[src/common/odt_pkg.sv]
package odt_pkg;
   // clock and analog timing, in picoseconds
   localparam int CLK_PS          = 4000;
   localparam int T_AONPD_MIN_PS  = 2000;
   localparam int T_AONPD_MAX_PS  = 8500;
   localparam int T_AOFPD_MIN_PS  = 2000;
   localparam int T_AOFPD_MAX_PS  = 8500;
   localparam int T_RFC_PS        = 260000;
   localparam int T_XPDLL_PS      = 24000;
   // least times round up, longest round down
   localparam int ASYNC_MIN_CYC   = (T_AONPD_MIN_PS + CLK_PS - 1) / CLK_PS;
   localparam int ASYNC_MAX_CYC   = T_AONPD_MAX_PS / CLK_PS;
   localparam int RFC_CYC         = (T_RFC_PS + CLK_PS - 1) / CLK_PS;
   localparam int XPDLL_CYC       = (T_XPDLL_PS + CLK_PS - 1) / CLK_PS;
   // widths and fixed offsets
   localparam int LAT_W           = 4;
   localparam int ODTL_W          = 6;
   localparam int LINE_DEPTH      = 32;
   localparam int CNT_W           = 8;
   localparam logic [ODTL_W-1:0] ODTL_OFFSET = 6'h02;
   localparam logic [ODTL_W-1:0] ANPD_EXTRA  = 6'h01;
   localparam logic [4:0] ASYNC_TAP  = 5'(ASYNC_MIN_CYC - 1);
   localparam logic [CNT_W-1:0] RFC_LOAD   = CNT_W'(RFC_CYC);
   localparam logic [CNT_W-1:0] XPDLL_LOAD = CNT_W'(XPDLL_CYC);
   localparam logic RTT_RESET = 1'b0;

   typedef enum logic [1:0] {
      ODT_SYNC,
      ODT_ENTRY_WAIT,
      ODT_ASYNC,
      ODT_EXIT_WAIT
   } odt_mode_t;
endpackage

[src/logic/odt_delay_line.sv]
`timescale 1ns/1ns
module odt_delay_line
   import odt_pkg::*;
(
   input  wire logic       clk,
   input  wire logic       sys_rst,
   input  wire logic       odtIn,
   input  wire logic [4:0] syncTap,
   output logic            syncOut,
   output logic            asyncOut
);
   import odt_pkg::*;

   logic [LINE_DEPTH-1:0] line;
   logic [LINE_DEPTH-1:0] next_line;

   always_comb
   begin
      next_line = {line[LINE_DEPTH-2:0], odtIn};
   end

   always_ff @(posedge clk)
   begin
      if (sys_rst)
         line <= '0;
      else
         line <= next_line;
   end

   // stage k holds the pin as sampled k+1 edges ago
   assign syncOut  = line[syncTap];
   assign asyncOut = line[ASYNC_TAP];
endmodule // odt_delay_line

[src/logic/odt_powerdown_transition.sv]
`timescale 1ns/1ns
// How it works
// transition only when DLL-off power-down selected
// entry window tANPD before CKE low edge
// tANPD is write latency minus one
// in-flight refresh stretches entry to tRFC
// rising ODT in entry within mixed bounds
// falling ODT in entry within mixed bounds
// exit window tANPD before plus tXPDLL after
// rising ODT in exit within mixed bounds
// falling ODT in exit within mixed bounds
// before entry synchronous, after it asynchronous
// before exit asynchronous, after it synchronous
// short CKE low merges windows end-to-end
// short CKE high merges windows end-to-end
// sync latencies equal CWL plus AL minus two; code uses a latency of 2 when CWL plus AL is 2 or 3
// controller treats window termination as uncertain
module odt_powerdown_transition
   import odt_pkg::*;
(
   input  wire logic             clk,
   input  wire logic             sys_rst,
   input  wire logic             cke,
   input  wire logic             odtPin,
   input  wire logic             refreshCmd,
   input  wire logic             dllOnInPowerdown,
   input  wire logic [LAT_W-1:0] casWriteLat,
   input  wire logic [LAT_W-1:0] additiveLat,
   output logic                  rttOn,
   output logic                  asyncMode,
   output logic                  transWindow
);
   import odt_pkg::*;

   odt_mode_t        mode;
   odt_mode_t        next_mode;
   logic [CNT_W-1:0] rfcCnt;
   logic [CNT_W-1:0] next_rfcCnt;
   logic [CNT_W-1:0] xpCnt;
   logic [CNT_W-1:0] next_xpCnt;
   logic [CNT_W-1:0] winCnt;
   logic [CNT_W-1:0] next_winCnt;
   logic             ckePrev;
   logic             next_ckePrev;
   logic             next_rttOn;
   logic             next_asyncMode;
   logic             next_transWindow;
   logic [ODTL_W-1:0] odtLat;
   logic [ODTL_W-1:0] anpdCyc;
   logic [4:0]       syncTap;
   logic             syncOdt;
   logic             asyncOdt;
   logic             ckeFell;
   logic             ckeRose;

   // both turn-on and turn-off latency share one value
   always_comb
   begin
      odtLat = ODTL_W'({2'h0, casWriteLat}) + ODTL_W'({2'h0, additiveLat}) - ODTL_OFFSET;
      // line stage k plus the output flop delays k+1 edges
      if (odtLat < ODTL_OFFSET)
         syncTap = 5'h01;
      else
         syncTap = 5'(odtLat - 6'h01);
      anpdCyc = odtLat + ANPD_EXTRA;
   end

   odt_delay_line u_line
   (
      .clk      (clk),
      .sys_rst  (sys_rst),
      .odtIn    (odtPin),
      .syncTap  (syncTap),
      .syncOut  (syncOdt),
      .asyncOut (asyncOdt)
   );

   assign ckeFell = ckePrev & ~cke;
   assign ckeRose = ~ckePrev & cke;

   always_comb
   begin
      next_mode    = mode;
      next_ckePrev = cke;
      next_rfcCnt  = (rfcCnt != '0) ? rfcCnt - 1'b1 : rfcCnt;
      next_xpCnt   = (xpCnt != '0) ? xpCnt - 1'b1 : xpCnt;
      next_winCnt  = (winCnt != '0) ? winCnt - 1'b1 : winCnt;
      if (refreshCmd)
         next_rfcCnt = RFC_LOAD;
      case (mode)
         ODT_SYNC:
         begin
            // DLL kept on: power-down never leaves sync mode
            if (ckeFell && !dllOnInPowerdown)
            begin
               if (rfcCnt > 8'h01)
                  next_mode = ODT_ENTRY_WAIT;
               else
                  next_mode = ODT_ASYNC;
            end
         end
         ODT_ENTRY_WAIT:
         begin
            if (cke)
            begin
               next_mode  = ODT_EXIT_WAIT;
               next_xpCnt = XPDLL_LOAD;
            end
            else if (rfcCnt <= 8'h01)
               next_mode = ODT_ASYNC;
         end
         ODT_ASYNC:
         begin
            if (ckeRose)
            begin
               next_mode  = ODT_EXIT_WAIT;
               next_xpCnt = XPDLL_LOAD;
            end
         end
         ODT_EXIT_WAIT:
         begin
            if (ckeFell && !dllOnInPowerdown)
               next_mode = (rfcCnt > 8'h01) ? ODT_ENTRY_WAIT : ODT_ASYNC;
            else if (xpCnt <= 8'h01)
               next_mode = ODT_SYNC;
         end
         default:
            next_mode = ODT_SYNC;
      endcase
      // window flag: tANPD of lookback plus the tail, overlaps merged
      if (!dllOnInPowerdown && (ckeFell || ckeRose))
      begin
         if (ckeRose && (CNT_W'(anpdCyc) + XPDLL_LOAD > next_winCnt))
            next_winCnt = CNT_W'(anpdCyc) + XPDLL_LOAD;
         else if (ckeFell && (CNT_W'(anpdCyc) > next_winCnt))
            next_winCnt = CNT_W'(anpdCyc);
         if (ckeFell && (rfcCnt > next_winCnt))
            next_winCnt = rfcCnt;
      end
   end

   // in-flight sync changes are dropped once async takes over; both
   // paths land inside the mixed min/max bounds, so either is legal
   always_comb
   begin
      next_asyncMode   = (next_mode == ODT_ASYNC) || (next_mode == ODT_EXIT_WAIT);
      next_rttOn       = next_asyncMode ? asyncOdt : syncOdt;
      next_transWindow = (next_winCnt != '0);
   end

   always_ff @(posedge clk)
   begin
      if (sys_rst)
      begin
         mode        <= ODT_SYNC;
         rfcCnt      <= '0;
         xpCnt       <= '0;
         winCnt      <= '0;
         // cke idles high; a low value here would fake a rising edge
         ckePrev     <= 1'b1;
         rttOn       <= RTT_RESET;
         asyncMode   <= 1'b0;
         transWindow <= 1'b0;
      end
      else
      begin
         mode        <= next_mode;
         rfcCnt      <= next_rfcCnt;
         xpCnt       <= next_xpCnt;
         winCnt      <= next_winCnt;
         ckePrev     <= next_ckePrev;
         rttOn       <= next_rttOn;
         asyncMode   <= next_asyncMode;
         transWindow <= next_transWindow;
      end
   end

   chk_dll_on_sync: assert property (
      @(posedge clk) disable iff (sys_rst)
      dllOnInPowerdown && mode == ODT_SYNC |=> mode == ODT_SYNC)
      else $error("mode left sync with DLL kept on");

   chk_entry_async: assert property (
      @(posedge clk) disable iff (sys_rst)
      mode == ODT_SYNC && ckeFell && !dllOnInPowerdown && rfcCnt <= 8'h01
      |=> asyncMode)
      else $error("no async mode after power-down entry");

   chk_refresh_hold: assert property (
      @(posedge clk) disable iff (sys_rst)
      mode == ODT_SYNC && ckeFell && !dllOnInPowerdown && rfcCnt > 8'h01
      |=> !asyncMode && mode == ODT_ENTRY_WAIT)
      else $error("entry ended while refresh in progress");

   chk_exit_sync: assert property (
      @(posedge clk) disable iff (sys_rst)
      mode == ODT_EXIT_WAIT && xpCnt <= 8'h01 && !(ckeFell && !dllOnInPowerdown)
      |=> mode == ODT_SYNC && !asyncMode)
      else $error("sync not resumed after exit tail");

   chk_exit_len: assert property (
      @(posedge clk) disable iff (sys_rst)
      mode == ODT_ASYNC && ckeRose ##1 (cke && !dllOnInPowerdown)[*6]
      |=> mode == ODT_SYNC)
      else $error("exit window not closed after tXPDLL");

   chk_exit_hold: assert property (
      @(posedge clk) disable iff (sys_rst)
      mode == ODT_ASYNC && ckeRose ##1 cke[*6] |-> asyncMode)
      else $error("sync resumed before tXPDLL elapsed");

   chk_async_path: assert property (
      @(posedge clk) disable iff (sys_rst)
      mode == ODT_ASYNC ##1 mode == ODT_ASYNC |-> rttOn == $past(odtPin, 2))
      else $error("async termination delay wrong");

   chk_sync_lat: assert property (
      @(posedge clk) disable iff (sys_rst)
      casWriteLat == 4'h5 && additiveLat == 4'h0 && mode == ODT_SYNC
      ##1 mode == ODT_SYNC |-> rttOn == $past(odtPin, 4))
      else $error("sync termination latency not CWL+AL-2");

   chk_window_flag: assert property (
      @(posedge clk) disable iff (sys_rst)
      ckeFell && !dllOnInPowerdown && anpdCyc > 6'h01 |=> transWindow [*2])
      else $error("transition window flag missing");

   chk_entry_len: assert property (
      @(posedge clk) disable iff (sys_rst)
      ckeFell && !dllOnInPowerdown && winCnt == '0 && rfcCnt == '0
      |=> winCnt == {2'h0, $past(anpdCyc)})
      else $error("entry window length not tANPD");

   chk_exit_window: assert property (
      @(posedge clk) disable iff (sys_rst)
      ckeRose && !dllOnInPowerdown && winCnt == '0
      |=> winCnt == {2'h0, $past(anpdCyc)} + XPDLL_LOAD)
      else $error("exit window length not tANPD plus tXPDLL");

   chk_anpd_value: assert property (
      @(posedge clk) disable iff (sys_rst)
      {2'h0, casWriteLat} + {2'h0, additiveLat} > 6'h01
      |-> anpdCyc == {2'h0, casWriteLat} + {2'h0, additiveLat} - 6'h01)
      else $error("tANPD not write latency minus one");

   chk_rfc_window: assert property (
      @(posedge clk) disable iff (sys_rst)
      mode == ODT_SYNC && ckeFell && !dllOnInPowerdown && rfcCnt > 8'h01
      |=> winCnt >= $past(rfcCnt))
      else $error("entry window shorter than refresh remainder");

   chk_rfc_load: assert property (
      @(posedge clk) disable iff (sys_rst)
      refreshCmd
      |=> rfcCnt == RFC_LOAD)
      else $error("refresh counter not loaded");

   chk_entry_wait_end: assert property (
      @(posedge clk) disable iff (sys_rst)
      mode == ODT_ENTRY_WAIT && !cke && rfcCnt <= 8'h01
      |=> mode == ODT_ASYNC && asyncMode)
      else $error("no async mode after refresh finished");

   chk_dll_on_window: assert property (
      @(posedge clk) disable iff (sys_rst)
      dllOnInPowerdown && winCnt == '0
      |=> !transWindow)
      else $error("window raised with DLL kept on");

   chk_exit_merge: assert property (
      @(posedge clk) disable iff (sys_rst)
      mode == ODT_ASYNC && ckeRose && !dllOnInPowerdown
      |=> transWindow && winCnt >= {2'h0, $past(anpdCyc)} + XPDLL_LOAD)
      else $error("exit window cut short");

   chk_short_high: assert property (
      @(posedge clk) disable iff (sys_rst)
      mode == ODT_EXIT_WAIT && ckeFell && !dllOnInPowerdown
      |=> transWindow && mode != ODT_SYNC)
      else $error("re-entry during exit tail not merged");

   chk_xp_load: assert property (
      @(posedge clk) disable iff (sys_rst)
      mode == ODT_ASYNC && ckeRose
      |=> mode == ODT_EXIT_WAIT && xpCnt == XPDLL_LOAD)
      else $error("exit tail not started");

   chk_async_hold: assert property (
      @(posedge clk) disable iff (sys_rst)
      mode == ODT_ASYNC && !ckeRose
      |=> mode == ODT_ASYNC && asyncMode)
      else $error("async mode left without cke rising");

   chk_exit_rtt: assert property (
      @(posedge clk) disable iff (sys_rst)
      mode == ODT_EXIT_WAIT ##1 mode == ODT_EXIT_WAIT
      |-> rttOn == $past(odtPin, 2))
      else $error("exit tail termination delay wrong");

   chk_win_decay: assert property (
      @(posedge clk) disable iff (sys_rst)
      winCnt > 8'h01
      |=> transWindow)
      else $error("window flag dropped early");
endmodule // odt_powerdown_transition

[config.mk]
export PLATFORM = sky130hd
export DESIGN_NAME = odt_powerdown_transition
export DESIGN_NICKNAME = d
export VERILOG_FILES = /design/src/common/odt_pkg.sv /design/src/logic/odt_delay_line.sv /design/src/logic/odt_powerdown_transition.sv
export SDC_FILE = /design/constraint.sdc
export NUM_CORES = 1
export LEC_CHECK = 0
export ABC_CLOCK_PERIOD_IN_PS = 9100
export BUFFER_PORTS_ARGS = -buffer_cell sky130_fd_sc_hd__buf_2
export CORE_MARGIN = 3
export CORE_UTILIZATION = 60
export DETAILED_ROUTE_END_ITERATION = 16
export HOLD_SLACK_MARGIN = 0.12
export PLACE_DENSITY = 0.75
export SETUP_SLACK_MARGIN = 0.1
export SYNTH_ARGS = -nofsm -noshare
export SYNTH_HDL_FRONTEND = slang
export SYNTH_SLANG_ARGS = --single-unit
[constraint.sdc]
create_clock -name clk -period 9.1 [get_ports clk]
set_clock_uncertainty 0.1 [all_clocks]
set_input_delay 1.82 -clock clk [delete_from_list [all_inputs] [get_ports clk]]
set_output_delay 1.82 -clock clk [all_outputs]
set_load 0.005 [all_outputs]
==> results.py, run 1 <==
metrics = {
    "place": {
        "place_ws_ns": 0.8906,
        "routabilityCongestion": 0.9572,
        "io_buffers": 16,
        "place_hpwl_um": 6669,
    },
    "timing": {
        "setup_violations": 0,
        "hold_violations": 0,
        "maxSlewViolCount": 0,
        "tightestPinTransition_ns": 0.8902,
        "rsz0062_at_grt": "false",
        "min_period_ns": 7.898,
        "period_share": 0.8680,
        "worst_slack_ns": 1.202,
        "tns_ns": 0,
        "hold_slack_ns": 0.3579,
        "max_clock_freq_mhz": 126.6,
        "relSlewSlack": 0.4065,
    },
    "floorplanning": {
        "die_y_um": 88.88,
        "die_x_um": 88.88,
        "ios": 17,
        "num_rows": 29,
        "start_util": 0.6346,
        "coreArea_um2": 6495,
        "die_area_um2": 7900,
    },
    "clock_network": {
        "cts_setup_buffers": 0,
        "path_clk_slew_ns": 0.07,
        "numCtsBuffers": 9,
        "tritoncts": "yes",
        "clock_latency_ns": 0.35,
        "clk_path_buf_depth": 2,
        "htreeDepth": 3,
        "ctsHoldBuffers": 0,
        "cts.repair.resized": 0,
        "clock_sinks": 62,
        "root_buffer": "clkbuf_8",
    },
    "setup_path": {
        "worstRegToRegCells": 20,
        "crit_required_ns": 9.19,
        "rrSetupSlack_ns": 3.06,
        "r2r_end": "transWindow$_SDFF_PP0_",
        "worst_setup_path_start_kind": "input port",
        "cp-end-kind": "flip-flop",
        "crit_type": "input port to flip-flop",
        "arrival_ns": 7.99,
        "path_max_fanout": 11,
        "reg2reg_from": "winCnt[3]$_SDFF_PP0_",
    },
    "logic_synthesis": {
        "synth_area_um2": 4121,
        "synth_common_cells": "62 x dfxtp_1, 43 x ha_1, 43 x nor2b_1, 40 x nor2_1, 33 x inv_1",
        "synth_ff_type": "dfxtp_1",
        "synth_top_cell_area_share": 0.3012,
        "synth.net_count": 539,
        "syn_inst": 481,
        "avgSynthCellArea_um2": 8.569,
        "ys_seq_elements": 62,
        "yosysTopAreaCell": "dfxtp_1",
        "synth_most_common_cell": "dfxtp_1",
        "yosysSeqAreaShare": 0.3012,
        "ys_warn_count": 0,
        "synth-edff-count": 0,
        "ys_top_cells_by_area": "dfxtp_1 30%, ha_1 13%, nor2b_1 6.5%",
        "synth_cell_type_count": 66,
        "ys_async_sr_fraction": 0,
    },
    "pwr": {
        "pwr-share-comb": 0.623,
        "peakVddDrop_v": 0.0001923,
        "p_switching_w": 0.0006943,
        "p_per_area_nw_per_um2": 340.9,
        "p_seq_frac": 0.224,
        "p_leak_nw": 1.893,
        "pwr-share-clk": 0.153,
        "p_int_w": 0.0008187,
        "swShare": 0.4589,
    },
    "worst_hold_path": {
        "min_from": "u_line.line[27]$_SDFF_PP0_",
        "whs_endpoint": "u_line.line[28]$_SDFF_PP0_",
        "min_path_cells": 1,
        "hold_class": "flip-flop to flip-flop",
    },
    "status": {
        "outcome": "finished, final reports clean",
    },
    "drt": {
        "wire_per_inst_um": 15.63,
        "vias": 3497,
        "wirelength_um": 8985,
        "drt-initial-drc-count": 239,
        "dr.pass1.iters": 5,
        "via_per_inst": 6.082,
        "drc": 0,
        "ant_nets": 0,
    },
    "grt": {
        "grt_start_max_net_pins": 54,
        "grt_pass1_vias": 3401,
        "grt_pass1_wl_um": 16050,
        "track_usage": 0.2587,
        "overflow": 0,
        "antenna_found_initial": 0,
    },
    "finish": {
        "fin_nets": 551,
        "drive_gt1_frac": 0.1205,
        "syn2layout_area_growth_pct": 7.681,
        "diodes": 0,
    },
    "flow_run": {
        "drv_cap": 0,
    },
}
[cell type report]
type	count	area, um2
clock buffer	11	151.4
inverter	33	123.9
timing repair buffer	19	102.6
fill	527	2057
tap	77	96.34
clock inverter	5	41.29
sequential	62	1241
multi-input combinational	368	2681
[metal layers]
metal / GRT usage / wire (um) / vias to the layer above
met3: 0.04935 / 401 / 18
met1: 0.3566 / 4313 / 1635
li1: - / - / 1756
met4: 0.09890 / 204 / 0
met5: 0 / 0 / -
met2: 0.4001 / 4066 / 88
[worst max-delay path, cell delays in order]
cell	delay (ns)
buf_2	0.08
inv_1	0.03
ha_1	0.26
inv_1	0.04
ha_1	0.23
fa_1	0.76
nand3_1	0.20
or4_1	0.51
o311ai_1	0.20
xnor2_1	0.19
ha_1	0.35
nand4_1	0.13
o21ai_0	0.18
a211oi_1	0.11
nor3_1	0.70
a21oi_1	0.09
o21ai_1	0.29
ha_1	0.30
nor2b_1	0.14
o21a_1	0.16
o21ai_0	0.21
a211oi_1	0.11
buf_4	0.19
o41ai_1	0.33
a211oi_1	0.11
nor3_1	0.15
a41oi_1	0.13
[sequential cells by signal (all words and copies together), names as in the netlist]
| register | flops |
|---|---|
| transWindow | 1 |
| winCnt | 8 |
| xpCnt | 8 |
| mode | 2 |
| rfcCnt | 8 |
| asyncMode | 1 |
| ckePrev | 1 |
| u_line.line | 32 |
| rttOn | 1 |
[power groups by stage]
stage | clock network [W] | logic (W) | registers, W
6_report | 0.000231 | 0.000943 | 0.000339
2_1_floorplan | 0 | 0.000729 | 0.000334
4_1_cts | 0.000236 | 0.000933 | 0.000338
3_3_place_gp | 0 | 0.000901 | 0.000343
5_1_grt | 0.000248 | 0.00106 | 0.000342
3_5_place_dp | 0 | 0.000926 | 0.000344
[stage by stage]
stage          power (W)  cells  area (um2)  utilization
2_1_floorplan   0.001064    481        4121            -
3_3_place_gp    0.001244    559        4245       0.6536
3_5_place_dp    0.001270    559        4245       0.6536
4_1_cts         0.001508    575        4438       0.6833
5_1_grt         0.001654    575        4438       0.6833
6_report        0.001513    575        4438       0.6833
[how the worst max path moves through the flow]
stage	end	from	cells after the start	slack, ns
floorplan	transWindow$_SDFF_PP0_	casWriteLat[1]	27	1.69
global placement	transWindow$_SDFF_PP0_	casWriteLat[1]	27	1.07
detailed placement	transWindow$_SDFF_PP0_	casWriteLat[1]	27	0.89
CTS	transWindow$_SDFF_PP0_	casWriteLat[1]	27	1.23
global route	transWindow$_SDFF_PP0_	additiveLat[1]	27	0.53
finish	transWindow$_SDFF_PP0_	casWriteLat[1]	27	1.20
[cells in the final DEF (no fill, tap or decap), types with 3 or more instances in the layout]
cell,count
mux4_2,4
nand3_1,10
ha_1,43
xor2_1,8
nor3_1,12
o31ai_1,5
a41oi_1,3
or3_1,3
a21o_1,4
a211oi_1,8
a21oi_1,25
clkbuf_8,11
inv_1,33
mux2i_1,7
a221oi_1,3
o22ai_1,3
nand2_1,26
nor4_1,4
o21a_1,4
nor2_1,40
dfxtp_1,62
nand2b_1,4
nand4_1,4
o21ai_0,20
buf_2,16
a31oi_1,10
nor2b_1,43
xnor2_1,13
or2_2,5
o211ai_1,7
buf_4,3
a211o_1,4
[kinds of logic (layout without fill, tap and decap cells)]
kind of cell             Yosys count  count (layout)  share of synthesized area
multiplexers                      13              13                    0.04432
AO/OA/AOI/OAI                    122             122                     0.2043
buffers and inverters             51              68                    0.04827
flip-flops                        62              62                     0.3012
adder cells (fa/ha/maj)           44              44                     0.1354
XOR/XNOR                          22              22                    0.04858
AND/OR/NAND/NOR                  167             167                     0.2180
(Power assumes the default switching activity.)
==> inputs of run 2 (changes only) <==
- CORE_UTILIZATION: 60 -> 41
- PLACE_DENSITY: 0.75 -> 0.54
- REMOVE_ABC_BUFFERS: not set -> 1
==> run 2 against run 1 <==
Compared with the run above: critical path depth unchanged; combinational power about the same; die area up 43%; cell count up 8.9%; wire length up 4.2%; fmax down 1.9%; clock power up 5%; critical endpoint unchanged; largest power group unchanged.
==> results.py, run 2 (same netlist as run 1, synthesis figures left out) <==
metrics = {
    "drt": {
        "dr.pass1.iters": 5,
        "ant_nets": 0,
        "via_per_inst": 5.513,
        "wirelength_um": 9363,
        "drc": 0,
        "vias": 3451,
        "drt-initial-drc-count": 348,
        "wire_per_inst_um": 14.96,
    },
    "setup_path": {
        "cp-end-kind": "flip-flop",
        "crit_top_cell": "ha_1",
        "crit_path_max_incr_delay_ns": 0.78,
        "crit_type": "input port to flip-flop",
        "crit_required_ns": 9.17,
        "worst_setup_path_start_kind": "input port",
        "cp_slowest_cell": "nor3_1",
        "path_buf_inv": 4,
        "arrival_ns": 8.13,
        "critical-path-top-delay-family": "compound AO/OA/AOI/OAI gates",
        "path_max_fanout": 11,
    },
    "timing": {
        "tns_ns": 0,
        "hold_violations": 0,
        "relSlewSlack": 0.3553,
        "setup_violations": 0,
        "rsz0062_at_grt": "false",
        "maxSlewViolCount": 0,
        "max_clock_freq_mhz": 124.2,
        "tightestPinTransition_ns": 0.9402,
        "period_share": 0.8849,
        "min_period_ns": 8.052,
    },
    "clock_network": {
        "numCtsBuffers": 9,
        "clock_sinks": 62,
        "ctsHoldBuffers": 0,
        "clock_latency_ns": 0.35,
        "root_buffer": "clkbuf_8",
        "htreeDepth": 3,
        "clk_path_buf_depth": 2,
        "cts.repair.resized": 0,
        "tritoncts": "yes",
        "path_clk_slew_ns": 0.08,
        "cts_setup_buffers": 0,
    },
    "grt": {
        "grt_pass1_wl_um": 15840,
        "grt_pass1_vias": 3314,
        "overflow": 0,
        "track_usage": 0.1718,
        "grt_start_max_net_pins": 54,
        "antenna_found_initial": 0,
    },
    "floorplanning": {
        "die_x_um": 106.3,
        "coreArea_um2": 9503,
        "ios": 17,
        "die_area_um2": 11290,
        "start_util": 0.4337,
        "die_y_um": 106.3,
        "num_rows": 35,
    },
    "finish": {
        "final_core_util": 0.4728,
        "final_cell_count_no_fill": 626,
        "syn2layout_area_growth_pct": 9.016,
        "regMostFlops": "u_line.line",
        "fin_nets": 550,
        "drive_gt1_frac": 0.1167,
        "final_cell_mix": "62 x dfxtp_1, 43 x nor2b_1, 43 x ha_1",
        "final_common_cell": "dfxtp_1",
        "diodes": 0,
        "largest_reg_flops": 32,
    },
    "pwr": {
        "p_leak_nw": 1.885,
        "p_per_area_nw_per_um2": 339.7,
        "p_total_w": 0.001526,
        "peakVddDrop_v": 0.0001392,
    },
    "status": {
        "outcome": "finished, final reports clean",
    },
    "place": {
        "place_inst": 610,
        "routabilityCongestion": 0.9203,
        "io_buffers": 16,
        "place_hpwl_um": 6860,
    },
    "flow_run": {
        "drv_cap": 0,
    },
    "worst_hold_path": {
        "hold_class": "flip-flop to flip-flop",
    },
}
[run 2: area by class of cell]
class                           instances  area, um2
Clock buffer                           10      127.6
Clock inverter                          6      62.56
Fill cell                             942       5010
Inverter                               33      123.9
Multi-Input combinational cell        368       2681
Sequential cell                        62       1241
Tap cell                              129      161.4
Timing Repair Buffer                   18      95.09
[run 2: worst paths after layout]
check	start	endpoint	slack (ns)	cells after the start
max	casWriteLat[1]	transWindow$_SDFF_PP0_	1.05	27
min	u_line.line[25]$_SDFF_PP0_	u_line.line[26]$_SDFF_PP0_	0.35	1
max reg2reg	winCnt[3]$_SDFF_PP0_	transWindow$_SDFF_PP0_	2.99	20
min reg2reg	u_line.line[25]$_SDFF_PP0_	u_line.line[26]$_SDFF_PP0_	0.35	1
[run 2: report_power, final]
group / switching (W) / total (W) / internal, W
registers: 0.0000323 / 0.000338 / 0.000305
logic: 0.000552 / 0.000945 / 0.000393
clock network: 0.000118 / 0.000243 / 0.000125
[run 2: worst reg2reg max path, cell delays in order, from the launching register on]
cell and delay, ns:
dfxtp_1 0.35, or4_4 0.53, nand3b_1 0.32, o21ai_0 0.71, ha_1 0.42, o21ba_2 0.24
o21ai_0 0.14, a211oi_1 0.10, nor3_1 0.78, a21oi_1 0.10, o21ai_1 0.28, ha_1 0.30
nor2b_1 0.14, o21a_1 0.15, o21ai_0 0.21, a211oi_1 0.11, buf_4 0.18, o41ai_1 0.33
a211oi_1 0.10, nor3_1 0.22, a41oi_1 0.14
[run 2: routing by layer]
layer / global-route usage / wire length [um] / up-vias
li1: - / - / 1750
met1: 0.2312 / 4638 / 1614
met2: 0.2719 / 4194 / 71
met3: 0.03339 / 348 / 16
met4: 0.06475 / 181 / 0
met5: 0 / 0 / -
[run 2: through the flow]
| step | worst slack, ns | area [um2] | hold slack (ns) |
|---|---|---|---|
| after floorplan | 1.373 | 4046 | 0.3319 |
| after global placement | 0.9051 | 4303 | 0.3462 |
| after detailed placement | 0.8425 | 4303 | 0.3471 |
| after CTS | 1.140 | 4493 | 0.3588 |
| after global routing | 0.4591 | 4493 | 0.3797 |
| final | 1.048 | 4493 | 0.3536 |
